[config.mk]
export PLATFORM = sky130hd
export DESIGN_NAME = dbne_exec
export DESIGN_NICKNAME = d
export VERILOG_FILES = /design/src/rtl/decrement_jump_nonzero_pkg.sv /design/src/rtl/decrement_jump_nonzero_if.sv /design/src/rtl/decrement_jump_nonzero_dec_unit.sv /design/src/rtl/decrement_jump_nonzero_exec.sv
export VERILOG_INCLUDE_DIRS = /design/src /design/src/rtl
export SDC_FILE = /design/constraint.sdc
export NUM_CORES = 1
export LEC_CHECK = 0
export ABC_AREA = 1
export ABC_CLOCK_PERIOD_IN_PS = 2900
export BUFFER_PORTS_ARGS = -buffer_cell sky130_fd_sc_hd__buf_4
export CORE_AREA = 2 2 100 78
export CTS_CLUSTER_DIAMETER = 80
export DETAILED_ROUTE_END_ITERATION = 10
export DIE_AREA = 0 0 102 80
export PLACE_DENSITY_LB_ADDON = 0.05
export SLEW_MARGIN = 15
export SYNTH_ARGS = -nofsm -noshare
export SYNTH_HDL_FRONTEND = slang
export SYNTH_SLANG_ARGS = --single-unit
[constraint.sdc]
create_clock -name I_CLK -period 2.9 [get_ports I_CLK]
set_clock_uncertainty 0.05 [all_clocks]
set_input_delay 0.29 -clock I_CLK [delete_from_list [all_inputs] [get_ports I_CLK]]
set_output_delay 0.29 -clock I_CLK [all_outputs]
set_load 0.02 [all_outputs]
[src/rtl/decrement_jump_nonzero_map.svh]
// Offsets, field positions, reset values and counts for the decrement-and-branch execution logic.
// Assumes inclusion by bare name from the modules of this block.
`ifndef DBNE_MAP_SVH
`define DBNE_MAP_SVH
`define DBNE_OPC_REG_HI     5'h1B
`define DBNE_OPC_DIR        8'hD5
`define DBNE_LEN_REG        16'h0002
`define DBNE_LEN_DIR        16'h0003
`define DBNE_PSW_RS_LSB     3
`define DBNE_DIRECT_SFR_MIN 8'h80
`define DBNE_DEC_ONE        8'h01
`define DBNE_ZERO           8'h00
`define DBNE_RST_BYTE       8'h00
`define DBNE_RST_PC         16'h0000
`endif

[src/rtl/decrement_jump_nonzero_pkg.sv]
// Types shared by the decrement-and-branch execution logic.
// Assumes it is compiled before the modules that use it.
package dbne_pkg;
  typedef enum logic [3:0] {
    DBNE_IDLE  = 4'h1,
    DBNE_READ  = 4'h2,
    DBNE_WRITE = 4'h4,
    DBNE_DONE  = 4'h8
  } dbne_state_e;
  typedef logic [7:0]  dbne_byte_t;
  typedef logic [15:0] dbne_pc_t;
endpackage

[src/rtl/decrement_jump_nonzero_if.sv]
// Interface carrying the operand decrement between the sequencer and the arithmetic unit.
// Assumes both ends share the core clock.
interface dbne_if;
  logic [7:0] operand;
  logic [7:0] result;
  logic       nonzero;
  modport seq (output operand, input result, input nonzero);
  modport alu (input operand, output result, output nonzero);
endinterface

[src/rtl/decrement_jump_nonzero_dec_unit.sv]
// Decrement unit: subtracts one modulo 256 and flags a nonzero result.
// Assumes a purely combinational use by the sequencer.
`include "decrement_jump_nonzero_map.svh"
module dbne_dec_unit (
  dbne_if.alu dec_port
);
  always_comb begin
    dec_port.result  = dec_port.operand - `DBNE_DEC_ONE;
    dec_port.nonzero = (dec_port.result != `DBNE_ZERO);
  end
endmodule

[src/rtl/decrement_jump_nonzero_exec.sv]
// Execution sequencer for the decrement_jump_nonzero instruction in both operand forms.
// Assumes the core presents the instruction bytes with a start strobe and answers reads in the same cycle.
`include "decrement_jump_nonzero_map.svh"
module dbne_exec (
  // Clock, reset and enable
  input  wire logic        I_CLK,
  input  wire logic        I_RST_N,
  input  wire logic        I_CE,
  // Instruction
  input  wire logic        I_START,
  input  wire logic [7:0]  I_OPCODE,
  input  wire logic [7:0]  I_BYTE2,
  input  wire logic [7:0]  I_BYTE3,
  input  wire logic [15:0] I_PC,
  input  wire logic [7:0]  I_PSW,
  // Operand access
  input  wire logic [7:0]  I_RD_DATA,
  output logic             O_RD_EN,
  output logic             O_RD_LATCH,
  output logic             O_WR_EN,
  output logic [7:0]       O_ADDR,
  output logic [7:0]       O_WR_DATA,
  // Program counter and status
  output logic             O_PC_LOAD,
  output logic [15:0]      O_PC,
  output logic             O_BUSY,
  output logic             O_DONE,
  output logic             O_TAKEN,
  output logic             O_PSW_WE
);

  // Decoded instruction.
  logic                  is_reg_form;
  logic                  is_dir_form;
  logic                  start_ok;
  logic [7:0]            reg_addr;

  // Control state.
  dbne_pkg::dbne_state_e state_reg;
  dbne_pkg::dbne_state_e state_next;

  // State decode.
  logic                  in_idle;
  logic                  in_read;
  logic                  in_write;
  logic                  in_done;

  // Operand state.
  dbne_pkg::dbne_byte_t  addr_reg;
  dbne_pkg::dbne_byte_t  addr_next;
  dbne_pkg::dbne_byte_t  data_reg;
  dbne_pkg::dbne_byte_t  data_next;
  logic                  nonzero_reg;
  logic                  nonzero_next;

  // Counter state.
  dbne_pkg::dbne_pc_t    pc_reg;
  dbne_pkg::dbne_pc_t    pc_next;
  dbne_pkg::dbne_byte_t  rel_reg;
  dbne_pkg::dbne_byte_t  rel_next;
  wire dbne_pkg::dbne_pc_t rel_ext;
  logic                  taken_reg;
  logic                  taken_next;

  // The decrement itself sits in its own unit behind the interface.
  dbne_if dec_bus ();

  dbne_dec_unit u_dec (
    .dec_port (dec_bus.alu)
  );

  // Instruction decode; a start with any other opcode is ignored.
  assign is_reg_form = (I_OPCODE[7:3] == `DBNE_OPC_REG_HI);
  assign is_dir_form = (I_OPCODE == `DBNE_OPC_DIR);
  assign start_ok    = I_START && (is_reg_form || is_dir_form);
  // Bank-select bits of the status word form address bits 4:3.
  assign reg_addr    = {3'h0, I_PSW[`DBNE_PSW_RS_LSB+1:`DBNE_PSW_RS_LSB], I_OPCODE[2:0]};

  // Sign extension of the displacement, one bit at a time above bit 7.
  assign rel_ext[7:0] = rel_reg;
  for (genvar gi = 8; gi < 16; gi = gi + 1) begin : g_sign
    assign rel_ext[gi] = rel_reg[7];
  end

  // The read data is decremented as it arrives, so the write value leaves a flip-flop.
  assign dec_bus.operand = I_RD_DATA;

  assign in_idle  = (state_reg == dbne_pkg::DBNE_IDLE);
  assign in_read  = (state_reg == dbne_pkg::DBNE_READ);
  assign in_write = (state_reg == dbne_pkg::DBNE_WRITE);
  assign in_done  = (state_reg == dbne_pkg::DBNE_DONE);

  // Four clocks per instruction: accept, read, write back, counter load.
  // A start that arrives while busy is ignored.
  always_comb begin
    state_next = state_reg;
    case (state_reg)
      dbne_pkg::DBNE_IDLE: begin
        if (start_ok) begin
          state_next = dbne_pkg::DBNE_READ;
        end
      end
      dbne_pkg::DBNE_READ: begin
        state_next = dbne_pkg::DBNE_WRITE;
      end
      dbne_pkg::DBNE_WRITE: begin
        state_next = dbne_pkg::DBNE_DONE;
      end
      dbne_pkg::DBNE_DONE: begin
        state_next = dbne_pkg::DBNE_IDLE;
      end
      default: begin
        state_next = dbne_pkg::DBNE_IDLE;
      end
    endcase
  end

  // A low clock enable freezes every register, and so every strobe as well.
  always_ff @(posedge I_CLK or negedge I_RST_N) begin
    if (!I_RST_N) begin
      state_reg <= dbne_pkg::DBNE_IDLE;
    end else if (I_CE) begin
      state_reg <= state_next;
    end
  end

  always_comb begin
    addr_next    = addr_reg;
    data_next    = data_reg;
    nonzero_next = nonzero_reg;
    if (in_idle && start_ok) begin
      if (is_reg_form) begin
        addr_next = reg_addr;
      end else begin
        addr_next = I_BYTE2;
      end
    end
    if (in_read) begin
      data_next    = dec_bus.result;
      nonzero_next = dec_bus.nonzero;
    end
  end

  always_ff @(posedge I_CLK or negedge I_RST_N) begin
    if (!I_RST_N) begin
      addr_reg    <= `DBNE_RST_BYTE;
      data_reg    <= `DBNE_RST_BYTE;
      nonzero_reg <= 1'b0;
    end else if (I_CE) begin
      addr_reg    <= addr_next;
      data_reg    <= data_next;
      nonzero_reg <= nonzero_next;
    end
  end

  // The counter is first advanced past the whole instruction, so the displacement
  // is added to the address of the following instruction.
  always_comb begin
    pc_next    = pc_reg;
    rel_next   = rel_reg;
    taken_next = taken_reg;
    if (in_idle && start_ok) begin
      taken_next = 1'b0;
      if (is_reg_form) begin
        pc_next  = I_PC + `DBNE_LEN_REG;
        rel_next = I_BYTE2;
      end else begin
        pc_next  = I_PC + `DBNE_LEN_DIR;
        rel_next = I_BYTE3;
      end
    end
    // A zero operand has wrapped to all ones by now, so it branches.
    if (in_write) begin
      taken_next = nonzero_reg;
      if (nonzero_reg) begin
        pc_next = pc_reg + rel_ext;
      end
    end
  end

  always_ff @(posedge I_CLK or negedge I_RST_N) begin
    if (!I_RST_N) begin
      pc_reg    <= `DBNE_RST_PC;
      rel_reg   <= `DBNE_RST_BYTE;
      taken_reg <= 1'b0;
    end else if (I_CE) begin
      pc_reg    <= pc_next;
      rel_reg   <= rel_next;
      taken_reg <= taken_next;
    end
  end

  // Strobes decode the state; the counter and the branch decision hold until the next start.
  always_comb begin
    O_RD_EN    = in_read;
    // Direct addresses in the special function space take port values from the output latch.
    O_RD_LATCH = in_read && (addr_reg >= `DBNE_DIRECT_SFR_MIN);
    O_WR_EN    = in_write;
    O_ADDR     = addr_reg;
    O_WR_DATA  = data_reg;
    O_PC_LOAD  = in_done;
    O_PC       = pc_reg;
    O_BUSY     = !in_idle;
    O_DONE     = in_done;
    O_TAKEN    = taken_reg;
    O_PSW_WE   = 1'b0;
  end

endmodule

==> reports/metrics.yaml, run 1 <==
run:
  maxCapViolCount: 0
detailed_routing:
  drc: 0
  dr.pass1.iters: 5
  wl_per_cell_um: 13.1
  routed_wirelength_um: 10400
  dr_total_vias: 4126
  vias_per_cell: 5.16
  initialDrtViolationCount: 177
  detail-route-antenna-nets: 0
timing:
  worst_slack_ns: 0.836
  finalMaxSlewViolations: 0
  hold_viol: 0
  period_share_pct: 71.2
  slew-limit-headroom_pct: 53.1
  finalSetupViolations: 0
  fin_tns_setup_ns: 0
  tightest_slew_ns: 0.702
  fmax_mhz: 484
  min_period_ns: 2.06
  rsz0062_at_grt: "no"
place:
  place.gp.congestion: 0.932
  dp_cells: 790
  dp_hpwl_um: 8000
  post-place-ws_ns: 0.769
  port_buffers: 92
power_and_ir_drop:
  finalPower_w: 0.00284
  ir_drop_mv: 0.357
  leakage_nw: 2.65
  power_density_nw_per_um2: 596
synthesis:
  synthTopCellsByArea: "dfrtp_1, nand2_1, nand3_1"
  synth_edf_count: 0
  synth_ff_type: "dfrtp_1"
  netlist_instances: 611
  ys_seq_area_share_pct: 29.4
  ys_ff_latch: 46
  synth.avg_cell_area_um2: 6.41
  synth_top_area_share_pct: 28.8
  synth_area_um2: 3920
  synth_cell_types: 37
  async_flop_share_pct: 100
  syn_nets: 692
  ys_top_cells_by_count: "nand2_1, inv_1, nand3_1"
  synth.most_common_cell: "nand2_1"
  yosysWarningCount: 0
  synth_top_cell_by_area: "dfrtp_1"
die:
  row_count: 27
  initial_core_util_pct: 54.7
  die_w_um: 102
  fp.coreArea_um2: 7160
  die_area_um2: 8160
  ioPinCount: 100
  die_h_um: 80
clocking:
  cts_setup_buffers: 0
  numCtsBuffers: 5
  clock-root-buffer: "clkbuf_8"
  cts.repair.resized: 0
  cts_tree: "built"
  clkLatencyLatePin_ns: 0.31
  cts_max_path_buffers: 2
  clock_sinks: 46
  clkTransAtPathRegs_ns: 0.11
  cts.htree.levels: 2
layout:
  syn_to_final_growth_pct: 21.8
  finalNetCount: 778
  drive_gt1_share_pct: 17.9
  antenna_cells: 0
  fin_cells: 799
  largest_register_ffs: 16
  post-route-util_pct: 66.6
setup_path:
  worst_setup_path_start_kind: "flip-flop"
  worstPathMaxFanout: 10
  required_ns: 3.06
  cp-end-kind: "flip-flop"
  arrival_ns: 2.23
  crit_type: "flip-flop to flip-flop"
global_routing:
  antenna_found_initial: 0
  grt_max_degree: 47
  grt_pass1_vias: 3749
  grt_pass1_wl_um: 17300
  grtUsageTotal_pct: 26.7
  grt_overflow: 0
status:
  status: "completed"
worst_hold_path:
  hold_class: "input port to flip-flop"
==> power breakdown <==
part           leakage, nW  switching, W  internal (W)
registers            0.606      0.000179      0.000820
logic                 2.00      0.000770      0.000573
clock network       0.0514      0.000242      0.000258
==> cell families after synthesis <==
kind of cell / count (synthesis) / synth area share, %
other: 1 / 0.0958
adders and majority gates: 21 / 6.90
DFF: 46 / 29.4
AOI/OAI and AO/OA: 81 / 11.6
and+or+nand+nor: 351 / 38.9
xor gates and xnor gates: 10 / 2.24
buffers and inverters: 101 / 10.8
==> per-layer routing <==
| metal | vias to the layer above | part of all wire [%] | global-route usage [%] |
|---|---|---|---|
| met3 | 11 | 6.6 | 3.59 |
| met2 | 125 | 44 | 43.6 |
| met5 | - | 0 | 0 |
| met4 | 0 | 1.0 | 4.93 |
| met1 | 1856 | 48 | 38.1 |
| li1 | 2134 | - | - |
==> cell usage in the layout, fill, tap and decap left out, types with 3 or more instances in the layout <==
master,n
nor2_2,3
o21a_1,14
ha_1,20
or2_2,8
nand3b_1,4
inv_1,80
inv_2,3
a21oi_1,29
nor3_1,7
clkbuf_8,5
nor2_1,30
xnor2_1,6
dfrtp_1,45
nand2_1,219
nand4_1,8
buf_4,96
xor2_1,4
o21ai_1,3
o21ai_0,29
nand3_1,64
nor3_2,3
==> worst max-delay path: stages, from the launching register on <==
cell	delay [ns]
dfrtp_1	0.63
ha_1	0.38
nand2_1	0.21
inv_1	0.06
nand2_1	0.06
nand3_1	0.06
a21oi_1	0.17
nand2_1	0.07
nand2_1	0.06
nand3_1	0.06
nand3_1	0.10
nand2_1	0.05
==> through the flow <==
stage / hold slack [ns] / instance area [um^2]
floorplan: -0.0556 / 3920
global placement: 0.303 / 4650
detailed placement: 0.300 / 4650
CTS: 0.150 / 4770
global route: 0.159 / 4770
finish: 0.150 / 4770
==> path summary, 6_finish.rpt <==
check | start | to | slack [ns] | cells past startpoint
max reg2reg | rel_reg[7] | O_PC[13] | 0.84 | 11
max | rel_reg[7] | O_PC[13] | 0.84 | 11
min | I_RD_DATA[0] | O_WR_DATA[0] | 0.15 | 2
min reg2reg | O_WR_DATA[7] | O_WR_DATA[7] | 0.44 | 2
max in group asynchronous | I_RST_N | O_WR_DATA[5] | 1.88 | 2
min in group asynchronous | I_RST_N | O_PC[12] | 0.47 | 2
==> cell type report <==
class,instances,area [um^2]
Fill cell,689,2390
Multi-Input combinational cell,464,2340
Timing Repair Buffer,97,731
Clock buffer,6,72.6
Clock inverter,2,37.5
Tap cell,101,126
Sequential cell,46,1150
Inverter,83,312
==> what timing repair did <==
item	CTS	global route
setup endpoints to repair	0	0
hold endpoints to repair	45	0
hold buffers	1	0
Power figures use the tool's default switching activity.
==> run 2, diff against run 1 <==
ABC_CLOCK_PERIOD_IN_PS = 2100   (was 2900)
CORE_AREA = 2 2 102 79   (was 2 2 100 78)
DIE_AREA = 0 0 104 81   (was 0 0 102 80)
clock period = 2.1 ns   (was 2.9 ns; I/O delays follow)
==> reports/metrics.yaml, run 2 (synthesized netlist as in run 1, its figures left out) <==
timing:
  tightest_slew_ns: 0.630  # -0.0711 ns
  slew-limit-headroom_pct: 58.0  # +4.9 points
  finalMaxSlewViolations: 0  # unchanged
  hold_viol: 0  # unchanged
  min_period_ns: 1.95  # -0.117 ns
  period_share_pct: 92.7  # +22 points
  fin_tns_setup_ns: 0  # unchanged
  worst_slack_ns: 0.153  # -0.683 ns
  finalSetupViolations: 0  # unchanged
  rsz0062_at_grt: "no"
  fmax_mhz: 514  # +6.0%
power_and_ir_drop:
  combPwrFrac_pct: 48.7  # +1.4 points
  p_clk_share_pct: 15.1  # -2.5 points
  swShare_pct: 43.2  # +1.3 points
  p_int_w: 0.00216  # +31%
  ir_drop_mv: 0.524  # +47%
  seqPwrFrac_pct: 36.2  # +1.1 points
  leakage_nw: 2.66  # +0.45%
  p_sw_w: 0.00165  # +38%
  power_density_nw_per_um2: 794  # +33%
global_routing:
  grt_pass1_wl_um: 18300  # +6.1%
  grt_overflow: 0  # unchanged
  grtUsageTotal_pct: 26.8  # +0.15 points
  grt_pass1_vias: 3988  # +6.4%
  antenna_found_initial: 0  # unchanged
  grt_max_degree: 47  # unchanged
layout:
  layout_commonest_cell: "nand2_1"
  final_cell_mix: "nand2_1, buf_4, inv_1, nand3_1, dfrtp_1"
  largest_register_ffs: 16  # unchanged
  finalNetCount: 782  # +0.51%
  drive_gt1_share_pct: 18.7  # +0.75 points
  antenna_cells: 0  # unchanged
  fill_cells: 742  # +7.7%
  syn_to_final_growth_pct: 22.5
setup_path:
  crit_chain: "ha_1, fa_2, nand2_1, nand2_1, nand3b_1, nand2_1, nand2_1, nand2_1, nand2_1, nand3_1, nand3_1, nand2_1"
  cpLargestDelayFamily: "simple AND/OR/NAND/NOR gates"
  crit_type: "flip-flop to flip-flop"
  cpMaxStageDelayCell: "dfrtp_1"
  arrival_ns: 2.11  # -0.12 ns
  cp_common_cell: "nand2_1"
  worstPathMaxFanout: 4  # -6
  worst_setup_path_start_kind: "flip-flop"
  slowest_delay_ns: 0.42  # -0.21 ns
  required_ns: 2.26  # -0.80 ns
  cp-end-kind: "flip-flop"
  crit_buf_inv: 0  # -1
detailed_routing:
  initialDrtViolationCount: 171  # -3.4%
  routed_wirelength_um: 10700  # +2.5%
  wl_per_cell_um: 13.3  # +1.5%
  detail-route-antenna-nets: 0  # unchanged
  drc: 0  # unchanged
  vias_per_cell: 5.20  # +0.62%
  dr.pass1.iters: 5  # unchanged
  dr_total_vias: 4193  # +1.6%
clocking:
  cts.htree.levels: 2  # unchanged
  clock-root-buffer: "clkbuf_8"
  clock_sinks: 46  # unchanged
  clkTransAtPathRegs_ns: 0.10  # about the same
  cts_max_path_buffers: 2  # unchanged
  cts_tree: "built"
  numCtsBuffers: 5  # unchanged
  clkLatencyLatePin_ns: 0.31  # about the same
place:
  dp_hpwl_um: 8260  # +3.3%
  post-place-ws_ns: 0.117  # -0.653 ns
  place.gp.congestion: 0.911  # -2.3%
  port_buffers: 92  # unchanged
die:
  row_count: 28  # +3.7%
  die_area_um2: 8420  # +3.2%
  fp.coreArea_um2: 7570  # +5.7%
  die_h_um: 81  # +1.3%
  initial_core_util_pct: 51.7  # -2.9 points
  die_w_um: 104  # +2.0%
  ioPinCount: 100  # unchanged
worst_hold_path:
  hold_class: "input port to flip-flop"
run:
  maxCapViolCount: 0  # unchanged
status:
  status: "completed"
run 2: through the flow:
step | total power (W) | hold slack (ns) | area [um^2] | cells | utilization (%)
final | 0.00381 | 0.0771 | 4800 | 807 | 63.4
after global routing | 0.00412 | 0.0646 | 4800 | 807 | 63.4
after CTS | 0.00382 | 0.0677 | 4790 | 807 | 63.3
after detailed placement | 0.00324 | 0.222 | 4700 | 798 | 62.1
after global placement | 0.00317 | 0.222 | 4700 | 798 | 62.1
after floorplan | 0.00255 | -0.136 | 3920 | 611 | -
run 2: layout make-up:
class / instances / area, um^2 / share of cell area [%]
inverter: 83 / 312 / 6.49
clock inverter: 2 / 13.8 / 0.287
multi-input combinational: 464 / 2340 / 48.8
tap: 105 / 131 / 2.74
timing repair buffer: 101 / 773 / 16.1
clock buffer: 6 / 72.6 / 1.51
sequential: 46 / 1150 / 24.0
run 2: repair_timing:
item	in CTS	in global routing
setup endpoints to repair	0	7
buffers inserted	0	0
hold buffers	1	0
endpoints found under the hold margin	45	0
resized for setup	0	2
run 2: power groups by stage:
stage	Sequential (W)	Clock, W	Combinational, W
floorplan	0.00155	0	0.000996
CTS	0.00138	0.000586	0.00186
detailed placement	0.00139	0	0.00185
global route	0.00141	0.000620	0.00208
finish	0.00138	0.000575	0.00186
global placement	0.00138	0	0.00180
run 2: worst paths after layout:
path / slack (ns) / start / cells past startpoint / endpoint
hold / removal: 0.08 / I_RD_DATA[0] / 2 / O_WR_DATA[0]
max in group asynchronous: 1.11 / I_RST_N / 2 / rel_reg[7]
setup / recovery: 0.15 / O_PC[0] / 12 / O_PC[14]
hold reg to reg: 0.43 / O_WR_DATA[4] / 2 / O_WR_DATA[4]
setup reg to reg: 0.15 / O_PC[0] / 12 / O_PC[14]
min in group asynchronous: 0.39 / I_RST_N / 2 / O_PC[14]
run 2: layer usage:
layer  part of all wire [%]  vias to the layer above  GRT usage (%)
li1                       -                     2131              -
met2                     45                      126           47.0
met1                     47                     1919           34.9
met4                    1.9                        0           7.97
met3                    5.7                       17           4.09
met5                      0                        -              0
run 2: worst reg2reg max path: cells and delay by family, from the launching register on:
family,cells,cell delay (ns)
fa+ha+maj,2,0.61
flops,1,0.42
simple gates,10,0.77
==> run 3, diff against run 2 <==
REMOVE_ABC_BUFFERS = 1   (was unset)
==> reports/metrics.yaml, run 3 (synthesized netlist as in run 1, its figures left out) <==
status:
  status: "completed"
timing:
  hold_viol: 0  # unchanged
  slew-limit-headroom_pct: 59.5  # +1.5 points
  rsz0062_at_grt: "no"
  fmax_mhz: 516  # +0.53%
  finalSetupViolations: 0  # unchanged
  period_share_pct: 92.2  # -0.49 points
  tightest_slew_ns: 0.607  # -0.0231 ns
  fin_tns_setup_ns: 0  # unchanged
  finalMaxSlewViolations: 0  # unchanged
  min_period_ns: 1.94  # -0.0104 ns
global_routing:
  grt_pass1_wl_um: 17600  # -3.7%
  use_met2_pct: 43.4  # -3.6 points
  gr-usage-met1_pct: 34.8  # -0.065 points
  grt_pass1_vias: 3851  # -3.4%
  grt_util_met3_pct: 3.69  # -0.40 points
  grtUsageTotal_pct: 25.6  # -1.3 points
  grt_max_degree: 47  # unchanged
  busiest_layer: "met2"
  antenna_found_initial: 0  # unchanged
  grt_overflow: 0  # unchanged
setup_path:
  crit_chain: "ha_1, fa_2, nand2_1, nand2_1, nand3b_1, nand2_1, nand2_1, nand2_1, nand2_1, nand3_1, nand3_1, nand2_1"
  cp-startpoint: "O_PC[0]"
  crit_type: "flip-flop to flip-flop"
  r2r-end: "O_PC[10]"
  cpMaxStageDelayCell: "dfrtp_1"
  worstPathMaxFanout: 4  # unchanged
  worst_setup_path_start_kind: "flip-flop"
  reg2reg_slack_ns: 0.16  # about the same
  reg2regPathDepth: 12  # unchanged
  cp-end-kind: "flip-flop"
  reg2reg_from: "O_PC[0]"
  endpoint: "O_PC[10]"
  required_ns: 2.26  # about the same
  arrival_ns: 2.09  # -0.02 ns
  slowest_delay_ns: 0.41  # about the same
  cp_common_cell: "nand2_1"
layout:
  drive_gt1_share_pct: 19.1  # +0.49 points
  finalNetCount: 785  # +0.38%
  antenna_cells: 0  # unchanged
  fill_cells: 730  # -1.6%
  largest_register_ffs: 16  # unchanged
  syn_to_final_growth_pct: 23.8
  final_cell_mix: "nand2_1, buf_4, inv_1, nand3_1, dfrtp_1"
  post-route-util_pct: 64.0  # +0.64 points
  layout_commonest_cell: "nand2_1"
clocking:
  cts.htree.levels: 2  # unchanged
  cts_max_path_buffers: 2  # unchanged
  clock-root-buffer: "clkbuf_8"
  numCtsBuffers: 5  # unchanged
  clkTransAtPathRegs_ns: 0.10  # about the same
  cts_tree: "built"
  clock_sinks: 46  # unchanged
  clkLatencyLatePin_ns: 0.30  # about the same
detailed_routing:
  wl_per_cell_um: 12.8  # -3.6%
  dr.pass1.iters: 6  # +1
  dr_total_vias: 4143  # -1.2%
  detail-route-antenna-nets: 0  # unchanged
  initialDrtViolationCount: 193  # +13%
  routed_wirelength_um: 10300  # -3.3%
  drc: 0  # unchanged
  vias_per_cell: 5.11  # -1.6%
die:
  row_count: 28  # unchanged
  die_w_um: 104  # unchanged
  initial_core_util_pct: 51.7  # unchanged
  die_area_um2: 8420  # unchanged
  ioPinCount: 100  # unchanged
  fp.coreArea_um2: 7570  # unchanged
  die_h_um: 81  # unchanged
place:
  dp_hpwl_um: 8160  # -1.3%
  port_buffers: 92  # unchanged
  place.gp.congestion: 0.930  # +2.1%
run:
  maxCapViolCount: 0  # unchanged
power_and_ir_drop:
  ir_drop_mv: 0.528  # +0.79%
  leakage_nw: 2.69  # +1.1%
  power_density_nw_per_um2: 810  # +2.0%
worst_hold_path:
  hold_class: "input port to flip-flop"
## run 3: cell types whose count changed in the layout (fill, tap and decap cells not counted)
cell,before,now
clkinv_4,1,0
bufinv_16,0,1
inv_6,0,1
clkbuf_1,1,0
buf_4,99,102
## run 3: report_power, final
part           leakage [nW]  internal (W)  switching [W]  total, W
Sequential            0.604       0.00113       0.000231   0.00136
Clock                0.0585      0.000357       0.000338  0.000695
Combinational          2.03      0.000803        0.00106   0.00186
Total                  2.69       0.00229        0.00163   0.00392
## run 3: cell type report
type | count | area, um^2 | area share (%)
tap | 105 | 131 | 2.71
clock inverter | 3 | 43.8 | 0.904
multi-input combinational | 464 | 2340 | 48.3
inverter | 83 | 312 | 6.43
timing repair buffer | 104 | 796 | 16.4
sequential | 46 | 1150 | 23.8
clock buffer | 5 | 68.8 | 1.42
## run 3: what timing repair did
action,CTS,global route
hold endpoints to repair,45,0
resized for setup,0,2
setup buffers,0,1
endpoints found under the setup margin,0,6
hold buffers,1,0
## run 3: critical path, delay by kind of cell, from the launching register on
family,cells,cell delay (ns)
adders and majority gates,2,0.60
DFF,1,0.41
and+or+nand+nor,10,0.78
## run 3: worst min-delay path by stage
stage                            start            to  slack [ns]  cells after the start
after floorplan                I_RST_N     O_ADDR[0]       -0.14                      0
after global placement         I_RST_N       O_PC[7]        0.21                      1
after detailed placement       I_RST_N       O_PC[7]        0.22                      1
after CTS                 I_RD_DATA[0]  O_WR_DATA[0]        0.06                      2
after global routing      I_RD_DATA[0]  O_WR_DATA[0]        0.09                      2
final                     I_RD_DATA[0]  O_WR_DATA[0]        0.07                      2
## run 3: per-layer routing
layer / wire [um] / vias up
met5: 0 / -
met4: 170 / 0
met3: 577 / 11
met2: 4540 / 113
met1: 5060 / 1883
li1: - / 2136
## run 3: per-stage QoR
step,setup slack (ns),hold WS [ns],instances,instance area [um^2],total power (W)
finish,0.163,0.0690,810,4850,0.00392
global route,0.0101,0.0905,810,4850,0.00425
CTS,0.0950,0.0572,809,4830,0.00394
detailed placement,0.123,0.220,800,4710,0.00323
global placement,0.162,0.215,800,4710,0.00318
floorplan,-0.164,-0.136,593,3800,0.00254
